`src/common/bus_ctl_pkg.sv`:
```
// shared constants and types of the processor-side backplane bus control
package bus_ctl_pkg;

    localparam int ADDR_W = 16;
    localparam int DATA_W = 8;
    localparam int FIFO_DEPTH = 16;

    // bit positions inside the synchronised pin vector
    localparam int PIN_RUN_HALT_N = 0;
    localparam int PIN_IRQ_N = 1;
    localparam int PIN_RESTART_N = 2;
    localparam int PIN_ABORT_N = 3;
    localparam int PIN_TSC = 4;
    localparam int PIN_READY = 5;
    localparam int PIN_PFAIL = 6;
    localparam int PIN_CNT = 7;

    // values after reset of the pin synchronisers (pins idle / inactive)
    localparam logic [PIN_CNT-1:0] PIN_RESET = 7'h2f;

    // one queued bus access from the processor core
    typedef struct packed {
        logic rd;
        logic [ADDR_W-1:0] addr;
        logic [DATA_W-1:0] data;
    } bus_req_t;

    localparam int REQ_W = $bits(bus_req_t);
    localparam bus_req_t REQ_RESET = '0;

    // processor run state as seen from the backplane
    typedef enum logic [1:0] {
        ST_RUN = 2'b00,
        ST_WAIT = 2'b01,
        ST_HALT = 2'b10
    } run_state_t;

    // backplane output pins, all registered
    typedef struct packed {
        logic bus_released;
        logic address_valid;
        logic addr_oe_n;
        logic [ADDR_W-1:0] addr;
        logic data_oe_n;
        logic [DATA_W-1:0] data;
        logic phi1;
        logic phi2;
        logic power_good_line;
    } bp_out_t;

    // values after reset: bus released, drivers off, phase one
    localparam bp_out_t BP_OUT_RESET = '{
        bus_released: 1'b1,
        address_valid: 1'b0,
        addr_oe_n: 1'b1,
        addr: '0,
        data_oe_n: 1'b1,
        data: '0,
        phi1: 1'b1,
        phi2: 1'b0,
        power_good_line: 1'b0
    };

endpackage : bus_ctl_pkg

```
`src/logic/backplane_bus_control.sv`:
```
// processor-module side of the backplane: release, clock stretch, wait exit, standby
//
// How it works
// bus_released stays low in normal running, high only when stopped and bus free
// run/halt pin low halts the processor and raises bus_released
// entering the wait state also raises bus_released
// while released all address and data drivers are off, address_valid low
// wait state ends on accepted maskable interrupt, restart or abort
// ready low holds phase two high and stops new phase cycles
// a slow memory pulls ready low and releases it when done
// only the refresh master module drives the refresh trigger line
// refresh slaves start a refresh on the master's trigger
// standby line low during power fail, high otherwise; the logic also holds it low in reset
// data lines are two-way: driven on writes, sampled on reads
// plug-in modules drive data only when selected for a read; slow_mem always drives it: read data until three cycles after phase two, else a pattern
// tristate request floats address, forces address_valid and bus_released low
// maskable interrupt taken only with mask bit clear: at instruction end when running, at once in the wait state
// ready sampled each cycle; phase one follows the first cycle it is high
`timescale 1ns/1ps
module backplane_bus_control
    import bus_ctl_pkg::*;
#(
    parameter int DEPTH = bus_ctl_pkg::FIFO_DEPTH // request queue depth
) (
    input wire logic clock, // 50 MHz system clock
    input wire logic rstn, // asynchronous reset, active low
    input wire logic req_valid, // core offers a bus access
    input wire bus_ctl_pkg::bus_req_t req, // the access
    output logic req_ready, // queue accepts the access
    input wire logic wait_exec, // core executes the wait instruction
    input wire logic instr_done, // core finishes an instruction
    input wire logic irq_mask, // interrupt mask bit of the core
    output logic irq_take, // pulse: maskable interrupt accepted
    output logic rd_valid, // pulse: read data ready
    output logic [bus_ctl_pkg::DATA_W-1:0] rd_data, // read data
    input wire logic run_halt_n, // pin, low requests halt
    input wire logic irq_n, // pin, maskable interrupt request
    input wire logic restart_n, // pin, restart control
    input wire logic abort_n, // pin, abort control
    input wire logic tristate_request, // pin, float address lines
    input wire logic slow_memory_ready, // pin, low stretches access
    input wire logic power_fail, // pin, supply monitor alarm
    input wire logic [bus_ctl_pkg::DATA_W-1:0] data_line_in, // data pins sensed
    output bus_ctl_pkg::bp_out_t bp // registered backplane outputs
);
    import bus_ctl_pkg::*;

    logic rst_meta_r, rstn_s;
    logic [PIN_CNT-1:0] pin_raw, pin_meta_r, pin_s;
    logic [DATA_W-1:0] data_meta_r, data_s;
    logic run_s, irq_s_n, restart_s_n, abort_s_n, tsc_s, ready_s, pfail_s;

    // reset release through two flip-flops
    always_ff @(posedge clock or negedge rstn)
    begin
        if (!rstn)
        begin
            rst_meta_r <= 1'b0;
            rstn_s <= 1'b0;
        end
        else
        begin
            rst_meta_r <= 1'b1;
            rstn_s <= rst_meta_r;
        end
    end

    assign pin_raw = {power_fail, slow_memory_ready, tristate_request, abort_n,
                      restart_n, irq_n, run_halt_n};

    // two-stage synchronisers for every pin
    genvar gi;
    generate
        for (gi = 0; gi < PIN_CNT; gi++)
        begin : g_pin_sync
            always_ff @(posedge clock or negedge rstn_s)
            begin
                if (!rstn_s)
                begin
                    pin_meta_r[gi] <= PIN_RESET[gi];
                    pin_s[gi] <= PIN_RESET[gi];
                end
                else
                begin
                    pin_meta_r[gi] <= pin_raw[gi];
                    pin_s[gi] <= pin_meta_r[gi];
                end
            end
        end
        for (gi = 0; gi < DATA_W; gi++)
        begin : g_data_sync
            always_ff @(posedge clock or negedge rstn_s)
            begin
                if (!rstn_s)
                begin
                    data_meta_r[gi] <= 1'b0;
                    data_s[gi] <= 1'b0;
                end
                else
                begin
                    data_meta_r[gi] <= data_line_in[gi];
                    data_s[gi] <= data_meta_r[gi];
                end
            end
        end
    endgenerate

    assign run_s = pin_s[PIN_RUN_HALT_N];
    assign irq_s_n = pin_s[PIN_IRQ_N];
    assign restart_s_n = pin_s[PIN_RESTART_N];
    assign abort_s_n = pin_s[PIN_ABORT_N];
    assign tsc_s = pin_s[PIN_TSC];
    assign ready_s = pin_s[PIN_READY];
    assign pfail_s = pin_s[PIN_PFAIL];

    // request queue in the data path
    logic fifo_valid, fifo_pop;
    logic [REQ_W-1:0] fifo_word;

    req_fifo #(
        .WIDTH(REQ_W),
        .DEPTH(DEPTH)
    ) u_req_fifo (
        .clock(clock),
        .rstn_s(rstn_s),
        .in_valid(req_valid),
        .in_data(req),
        .in_ready(req_ready),
        .out_valid(fifo_valid),
        .out_data(fifo_word),
        .out_ready(fifo_pop)
    );

    run_state_t state_r, state_nxt;
    logic irq_take_r, irq_take_nxt, irq_ok;

    assign irq_ok = !irq_s_n && !irq_mask;

    // run, wait and halt sequencing
    always_comb
    begin
        state_nxt = state_r;
        irq_take_nxt = 1'b0;
        case (state_r)
            ST_RUN:
            begin
                if (!run_s)
                begin
                    state_nxt = ST_HALT;
                end
                else if (wait_exec)
                begin
                    state_nxt = ST_WAIT;
                end
                else if (instr_done && irq_ok)
                begin
                    irq_take_nxt = 1'b1;
                end
            end
            ST_WAIT:
            begin
                if (!run_s)
                begin
                    state_nxt = ST_HALT;
                end
                else if (irq_ok)
                begin
                    state_nxt = ST_RUN;
                    irq_take_nxt = 1'b1;
                end
                else if (!restart_s_n || !abort_s_n)
                begin
                    state_nxt = ST_RUN;
                end
            end
            ST_HALT:
            begin
                if (run_s)
                begin
                    state_nxt = ST_RUN;
                end
            end
            default:
            begin
                state_nxt = ST_HALT;
            end
        endcase
    end

    always_ff @(posedge clock or negedge rstn_s)
    begin
        if (!rstn_s)
        begin
            state_r <= ST_HALT;
            irq_take_r <= 1'b0;
        end
        else
        begin
            state_r <= state_nxt;
            irq_take_r <= irq_take_nxt;
        end
    end

    assign irq_take = irq_take_r;

    // phase generator and bus cycle engine
    bp_out_t bp_r, bp_nxt;
    bus_req_t cyc_r, cyc_nxt;
    logic cyc_act_r, cyc_act_nxt;
    logic phase_nxt, start, owned_nxt;
    logic [1:0] cap_r, cap_nxt;
    logic rd_valid_r, rd_valid_nxt;
    logic [DATA_W-1:0] rd_data_r, rd_data_nxt;

    assign start = bp_r.phi2 && ready_s;
    assign owned_nxt = (state_nxt == ST_RUN) && !tsc_s;
    assign fifo_pop = start && owned_nxt && fifo_valid;

    always_comb
    begin
        bp_nxt = bp_r;
        // phase two held while ready is low
        phase_nxt = bp_r.phi2 ? !ready_s : 1'b1;
        bp_nxt.phi2 = phase_nxt;
        bp_nxt.phi1 = !phase_nxt;
        cyc_act_nxt = start ? fifo_pop : (cyc_act_r && owned_nxt);
        cyc_nxt = fifo_pop ? bus_req_t'(fifo_word) : cyc_r;
        // release indication and driver control
        bp_nxt.bus_released = (state_nxt != ST_RUN) && !tsc_s;
        bp_nxt.addr_oe_n = !owned_nxt;
        bp_nxt.address_valid = cyc_act_nxt;
        bp_nxt.addr = cyc_nxt.addr;
        bp_nxt.data = cyc_nxt.data;
        bp_nxt.data_oe_n = !(cyc_act_nxt && !cyc_nxt.rd && phase_nxt);
        bp_nxt.power_good_line = !pfail_s;
        // read data sampled at the end of phase two, after the pin delay
        cap_nxt = {cap_r[0], start && cyc_act_r && cyc_r.rd};
        rd_valid_nxt = cap_r[1];
        rd_data_nxt = cap_r[1] ? data_s : rd_data_r;
    end

    always_ff @(posedge clock or negedge rstn_s)
    begin
        if (!rstn_s)
        begin
            bp_r <= BP_OUT_RESET;
            cyc_r <= REQ_RESET;
            cyc_act_r <= 1'b0;
            cap_r <= 2'h0;
            rd_valid_r <= 1'b0;
            rd_data_r <= 8'h00;
        end
        else
        begin
            bp_r <= bp_nxt;
            cyc_r <= cyc_nxt;
            cyc_act_r <= cyc_act_nxt;
            cap_r <= cap_nxt;
            rd_valid_r <= rd_valid_nxt;
            rd_data_r <= rd_data_nxt;
        end
    end

    assign bp = bp_r;
    assign rd_valid = rd_valid_r;
    assign rd_data = rd_data_r;

    logic address_valid_w;
    assign address_valid_w = bp.address_valid;
endmodule : backplane_bus_control

```
`src/logic/req_fifo.sv`:
```
// request queue between the processor core and the backplane cycle engine
`timescale 1ns/1ps
module req_fifo #(
    parameter int WIDTH = 8, // word width
    parameter int DEPTH = 16 // number of words
) (
    input wire logic clock, // system clock
    input wire logic rstn_s, // synchronised reset, active low
    input wire logic in_valid, // word offered
    input wire logic [WIDTH-1:0] in_data, // offered word
    output logic in_ready, // room for a word
    output logic out_valid, // word available
    output logic [WIDTH-1:0] out_data, // oldest word
    input wire logic out_ready // drain takes the word
);
    localparam int PW = (DEPTH > 1) ? $clog2(DEPTH) : 1;
    localparam int CW = $clog2(DEPTH + 1);
    localparam logic [CW-1:0] FULL_CNT = CW'(DEPTH);
    localparam logic [PW-1:0] LAST_PTR = PW'(DEPTH - 1);

    logic [WIDTH-1:0] mem [DEPTH];
    logic [PW-1:0] wr_ptr_r, wr_ptr_nxt, rd_ptr_r, rd_ptr_nxt;
    logic [CW-1:0] count_r, count_nxt;
    logic room_r, room_nxt;
    logic push, pop;

    assign push = in_valid && room_r;
    assign pop = out_ready && (count_r != '0);
    assign in_ready = room_r; // straight from a flip-flop
    assign out_valid = (count_r != '0);
    assign out_data = mem[rd_ptr_r];

    // pointer and fill level update
    always_comb
    begin
        wr_ptr_nxt = wr_ptr_r;
        rd_ptr_nxt = rd_ptr_r;
        count_nxt = count_r;
        if (push)
        begin
            wr_ptr_nxt = (wr_ptr_r == LAST_PTR) ? '0 : PW'(wr_ptr_r + 1'b1);
        end
        if (pop)
        begin
            rd_ptr_nxt = (rd_ptr_r == LAST_PTR) ? '0 : PW'(rd_ptr_r + 1'b1);
        end
        if (push && !pop)
        begin
            count_nxt = CW'(count_r + 1'b1);
        end
        else if (pop && !push)
        begin
            count_nxt = CW'(count_r - 1'b1);
        end
        room_nxt = (count_nxt != FULL_CNT);
    end

    // pointer, fill level and room registers
    always_ff @(posedge clock or negedge rstn_s)
    begin
        if (!rstn_s)
        begin
            wr_ptr_r <= '0;
            rd_ptr_r <= '0;
            count_r <= '0;
            room_r <= 1'b1;
        end
        else
        begin
            wr_ptr_r <= wr_ptr_nxt;
            rd_ptr_r <= rd_ptr_nxt;
            count_r <= count_nxt;
            room_r <= room_nxt;
        end
    end

    // word storage, no reset needed
    always_ff @(posedge clock)
    begin
        if (push)
        begin
            mem[wr_ptr_r] <= in_data;
        end
    end

endmodule : req_fifo

```
`config.mk`:
```
export PLATFORM = sky130hd
export DESIGN_NAME = backplane_bus_control
export DESIGN_NICKNAME = d
export VERILOG_FILES = /design/src/common/bus_ctl_pkg.sv /design/src/logic/backplane_bus_control.sv /design/src/logic/req_fifo.sv
export SDC_FILE = /design/constraint.sdc
export NUM_CORES = 1
export LEC_CHECK = 0
export BUFFER_PORTS_ARGS = -buffer_cell sky130_fd_sc_hd__buf_4
export CORE_MARGIN = 4
export CORE_UTILIZATION = 40
export CTS_CLUSTER_DIAMETER = 40
export CTS_CLUSTER_SIZE = 16
export DETAILED_ROUTE_END_ITERATION = 7
export SLEW_MARGIN = 20
export SYNTH_ARGS = -nofsm -noshare
export SYNTH_HDL_FRONTEND = slang
export SYNTH_SLANG_ARGS = --single-unit
```
`constraint.sdc`:
```
create_clock -name clock -period 2.56 [get_ports clock]
set_input_delay 0.128 -clock clock [delete_from_list [all_inputs] [get_ports clock]]
set_output_delay 0.128 -clock clock [all_outputs]
set_load 0.05 [all_outputs]
```
* After elaboration in Yosys (flattened, before gate mapping)
Memory sizes are Yosys's and may differ from the RTL's.
Index checks and enable logic that the tools add are counted.
** Word-level totals
- Flip-flop bits (word level) :: 92
- RAM bits :: 400
- Output and inout port bits :: 42
- Word-level logic and storage cells :: 117
- Memories :: 1
** Memories
- u_req_fifo.mem :: words 16, bits a word 25, read ports 1, clocked after memory_dff 0, wr ports 1, RTL line req_fifo.sv:21 : logic [WIDTH-1:0] mem [DEPTH];
** Cells by class
- Add/sub/neg operators :: 4
- Equal/unequal tests :: 5
- Muxes and demuxes :: 22
- Reductions and logical operators :: 34
** Operators by type and width (count)
- $mux W25 :: 1
- $logic_and A1 B1 Y1 :: 16
- $logic_not A1 Y1 :: 13
- $mux W2 :: 6
- $mux W5 :: 2
- $mux W1 :: 9
- $add A4 B1 Y4 const B :: 2
- $eq A4 B4 Y1 const B :: 2
- $mux W4 :: 2
- $pmux W2 S3 :: 1
- $add A5 B1 Y5 const B :: 1
- $ne A5 B5 Y1 const B :: 1
- $reduce_bool A5 Y1 :: 1
- $sub A5 B1 Y5 const B :: 1
- $logic_not A2 Y1 :: 2
- $eq A2 B1 Y1 const B :: 1
- $eq A2 B2 Y1 const B :: 1
- $pmux W1 S2 :: 1
- $reduce_bool A2 Y1 :: 1
- $logic_or A1 B1 Y1 :: 1

* Depth between registers and ports, before layout
- Depth in word-level cells :: 15
- Mapped depth :: 8
- Depth with buffers taken out :: 8

* Hierarchy
A second synthesis with hierarchy kept.
** Second synthesis, totals
- Cell total of the unflattened synthesis :: 1011
- Area total of the unflattened synthesis :: 18941.9 sq um
** Modules (own cells, without submodules)
- req_fifo :: times used 1, cells an instance 847, area each 16140.5 sq um, sequential area each 12363.1 sq um
- backplane_bus_control :: times used 1, cells an instance 164, area each 2801.4 sq um, sequential area each 1970.6 sq um

* Worst setup path after synthesis
Ideal clock, no wire load.
- Path type :: reg-to-reg
- Start :: reg u_req_fifo.room_r (netlist: u_req_fifo.in_ready)
- End :: mem u_req_fifo.mem[4][0] (netlist name), enable pin
- Library setup time :: 0.384 ns
- Data arrival time :: 2.165 ns
- Required time :: 2.176 ns
- Setup slack :: 0.011 ns
- Cell stages (with the launch flop) :: 6
- Path buffers :: 1
- Cells stage by stage :: dfstp_2 -> and2_1 -> buf_1 -> nand2_1 -> nor2_1 -> and2_1
** Between the ends
- Word-level cells in the longest chain between the ends :: 3
** Ends and longest elaborated chain
- from (decl) :: RTL line req_fifo.sv:24 : logic room_r, room_nxt;
- from (signal assigned) :: RTL line req_fifo.sv:73 : room_r <= room_nxt;
- $logic_and A1 B1 Y1 :: RTL line req_fifo.sv:27 : assign push = in_valid && room_r;
- $mux W1 :: RTL line req_fifo.sv:80 : if (push)
- $mux W1 (implied by the code) :: RTL line req_fifo.sv:82 : mem[wr_ptr_r] <= in_data;
- to (decl) :: RTL line req_fifo.sv:21
Every way passes these cells.

* Worst setup path in the final report
- Start :: reg u_req_fifo.rd_ptr_r[0]
- End :: reg cyc_r[1] (netlist name)
** Between the ends
- Word-level cells in the longest chain between the ends :: 1
** Ends and longest elaborated chain
- from (decl) :: RTL line req_fifo.sv:22 : logic [PW-1:0] wr_ptr_r, wr_ptr_nxt, rd_ptr_r, rd_ptr_nxt;
- from (signal assigned) :: RTL line req_fifo.sv:71 : rd_ptr_r <= rd_ptr_nxt;
- $mem_v2 Z16 W25
- to (signal assigned) :: RTL line backplane_bus_control.sv:256 : cyc_r <= cyc_nxt;
- to (decl) :: RTL line backplane_bus_control.sv:208 : bus_req_t cyc_r, cyc_nxt;
Every way passes these cells.
A chain may end at the register's enable or synchronous reset.

==> impl_metrics.yaml <==
synth:
  synth_largest_area_cell: "edfxtp_1"
  synth_area_leaders: "edfxtp_1 (65%), mux4_2 (15%), dfrtp_1 (10%)"
  ys.flop_type: "edfxtp_1"
  synth_edf_count: 400
  syn_area_per_cell_um2: 22.7
  yosysWarnings: 0
  synthArstFlopShare: 0.187
  synth_seq_cells: 492
  synth_nets: 871
  syn_area_um2: 18600
  ys_seq_area_frac: 0.771
  synth.distinct_cells: 46
  synthDominantCellAreaShare: 0.646
  synth_cells: 818
critical_path:
  crit_type: "reg2reg"
  cp.required_ns: 3.02
  start_kind: "flip-flop"
  arrival_ns: 2.80
  critical_path.max_fanout: 16
  endpoint_kind: "flip-flop"
timing:
  fmax_mhz: 428
  hold_viol: 0
  worst_slew_margin_rel: 0.558
  fin_ws_ns: 0.222
  finalClockSkew_ns: 0.0214
  layout_min_cycle_time_ns: 2.34
  tns_ns: 0
  finalCritPeriodShare: 0.913
  rsz0062_at_grt: "no"
  maxSlewViolCount: 0
  timing.hold.ws_ns: 0.0743
  final-setup-viol-count: 0
  tightestPinTransition_ns: 0.657
clock_network:
  postCtsHoldBufs: 45
  clock_latency_ns: 0.59
  cts.htree.levels: 3
  cts.path.max_buffers: 3
  cts_tree: "built"
  cts_resized: 0
  cts_setup_buffers: 0
  clkTransAtPathRegs_ns: 0.06
  cts_root_buf: "clkbuf_16"
  numCtsBuffers: 68
  cts.sinks: 492
global_routing:
  grt_pass1_wl_mm: 58.4
  grt_pass1_vias: 9108
  grt_use_total: 0.157
  gr-total-overflow: 0
  grt_max_degree: 50
  antenna_found_initial: 1
power_and_ir_drop:
  pwr_density_cell_nw_per_um2: 1130
  power_w: 0.0259
  p_leak_nw: 7.92
  ir_drop_uv: 825
drt:
  vias: 8625
  routed_via_density: 5.21
  drc_errors: 0
  finalWirelength_mm: 38.9
  firstDrtPassIters: 4
  drtIter0Drc: 702
  postRouteAntennaNets: 0
  wl_per_cell_um: 23.5
place:
  pre_cts_ws_ns: 0.201
  hpwl_mm: 20.3
  portBuffers: 87
  gp_congestion: 0.730
  postPlaceCellArea_um2: 20200
die:
  chipWidth_um: 224
  row_count: 78
  die_area_um2: 50000
  start_util: 0.407
  core_area_um2: 45700
  fp.dieH_um: 224
  pin_count: 88
final_layout:
  layout-area-overhead-vs-synth_pct: 23.4
  post_route_cells_drive_above_1_share: 0.395
  final_nets: 1052
  final_common_cell: "edfxtp_1"
  final_area_um2: 23000
  layout_common_cells: "edfxtp_1 (400), mux4_2 (125), buf_4 (105)"
run:
  maxCapViolations: 0
hold_path:
  hold_path.class: "in2reg"
run_status:
  outcome: "completed"
-- power by group --
| group | switching [W] | total [W] | leakage, nW | internal [W] |
|---|---|---|---|---|
| Sequential | 0.000531 | 0.0102 | 4.70 | 0.00969 |
| Clock | 0.00365 | 0.00939 | 1.11 | 0.00574 |
| Combinational | 0.00326 | 0.00627 | 2.10 | 0.00302 |
-- layer usage --
metal / routed length (µm) / vias to the layer above / share of wire / global-route usage
met5: 0 / - / 0 / 0
met4: 694 / 0 / 0.018 / 0.0402
met3: 1960 / 56 / 0.050 / 0.0364
met2: 19400 / 214 / 0.50 / 0.256
met1: 16800 / 4623 / 0.43 / 0.217
li1: - / 3732 / - / -
-- flip-flops by register name, summed over array words and instances, names as in the netlist, 2 cells and up --
signal / count
u_req_fifo.count_r: 5
bp: 6
rd_data: 8
u_req_fifo.mem: 400
cyc_r: 25
pin_meta_r: 7
u_req_fifo.wr_ptr_r: 4
state_r: 2
data_s: 8
u_req_fifo.rd_ptr_r: 4
data_meta_r: 8
cap_r: 2
-- worst max-delay path, stage by stage (launching register included) --
cell	delay, ns
dfrtp_4	0.60
buf_12	0.22
buf_4	0.15
mux4_2	0.49
mux4_2	0.47
mux2_2	0.27
-- area by class of cell --
type | instances | area, µm²
Tap cell | 600 | 751
Timing Repair Buffer | 170 | 1640
Sequential cell | 492 | 14300
Clock buffer | 85 | 1830
Antenna cell | 1 | 2.50
Multi-Input combinational cell | 257 | 3860
Fill cell | 3651 | 22700
Clock inverter | 41 | 492
Inverter | 10 | 37.5
-- per-stage QoR --
stage	utilization	instances
3_5_place_dp	0.442	1484
4_1_cts	0.502	1655
6_report	0.503	1656
5_1_grt	0.503	1656
2_1_floorplan	-	818
3_3_place_gp	0.442	1484
-- worst paths after layout --
kind                            slack, ns  cells after the start                            endpoint                                from
worst max-delay path                 0.22                      5                cyc_r[1]$_DFFE_PN0N_  u_req_fifo.rd_ptr_r[0]$_DFFE_PN0P_
worst min-delay path                 0.07                      5  u_req_fifo.wr_ptr_r[3]$_DFFE_PN0P_                           req_valid
worst max register to register       0.22                      5                cyc_r[1]$_DFFE_PN0N_  u_req_fifo.rd_ptr_r[0]$_DFFE_PN0P_
worst min register to register       0.28                      0            data_meta_r[0]$_DFF_PN0_                    rstn_s$_DFF_PN0_
max in group asynchronous            1.48                      1                cyc_r[1]$_DFFE_PN0N_                    rstn_s$_DFF_PN0_
min in group asynchronous            0.28                      0            data_meta_r[0]$_DFF_PN0_                    rstn_s$_DFF_PN0_
-- cell families (layout without fill, tap and decap cells) --
group,Yosys count,count (layout),synth area share
compound gates,21,21,0.00753
mux,159,159,0.172
fa+ha+maj,8,8,0.00525
other cells,1,2,0.000202
xor+xnor,7,7,0.00330
flops,492,492,0.771
buf+inv,69,306,0.0221
simple gates,61,61,0.0190
-- Yosys cell counts, drive strengths merged (3+ instances only) --
master,count
edfxtp,400
mux4,125
dfrtp,76
buf,43
mux2,33
clkbuf,16
dfstp,16
nand2,14
and2,13
inv,10
nor2,8
ha,7
and3,6
xnor2,6
a21oi,5
nand3,5
nor4,5
o21ai,4
nand2b,3
No activity file was read; power rests on OpenSTA's default activity.
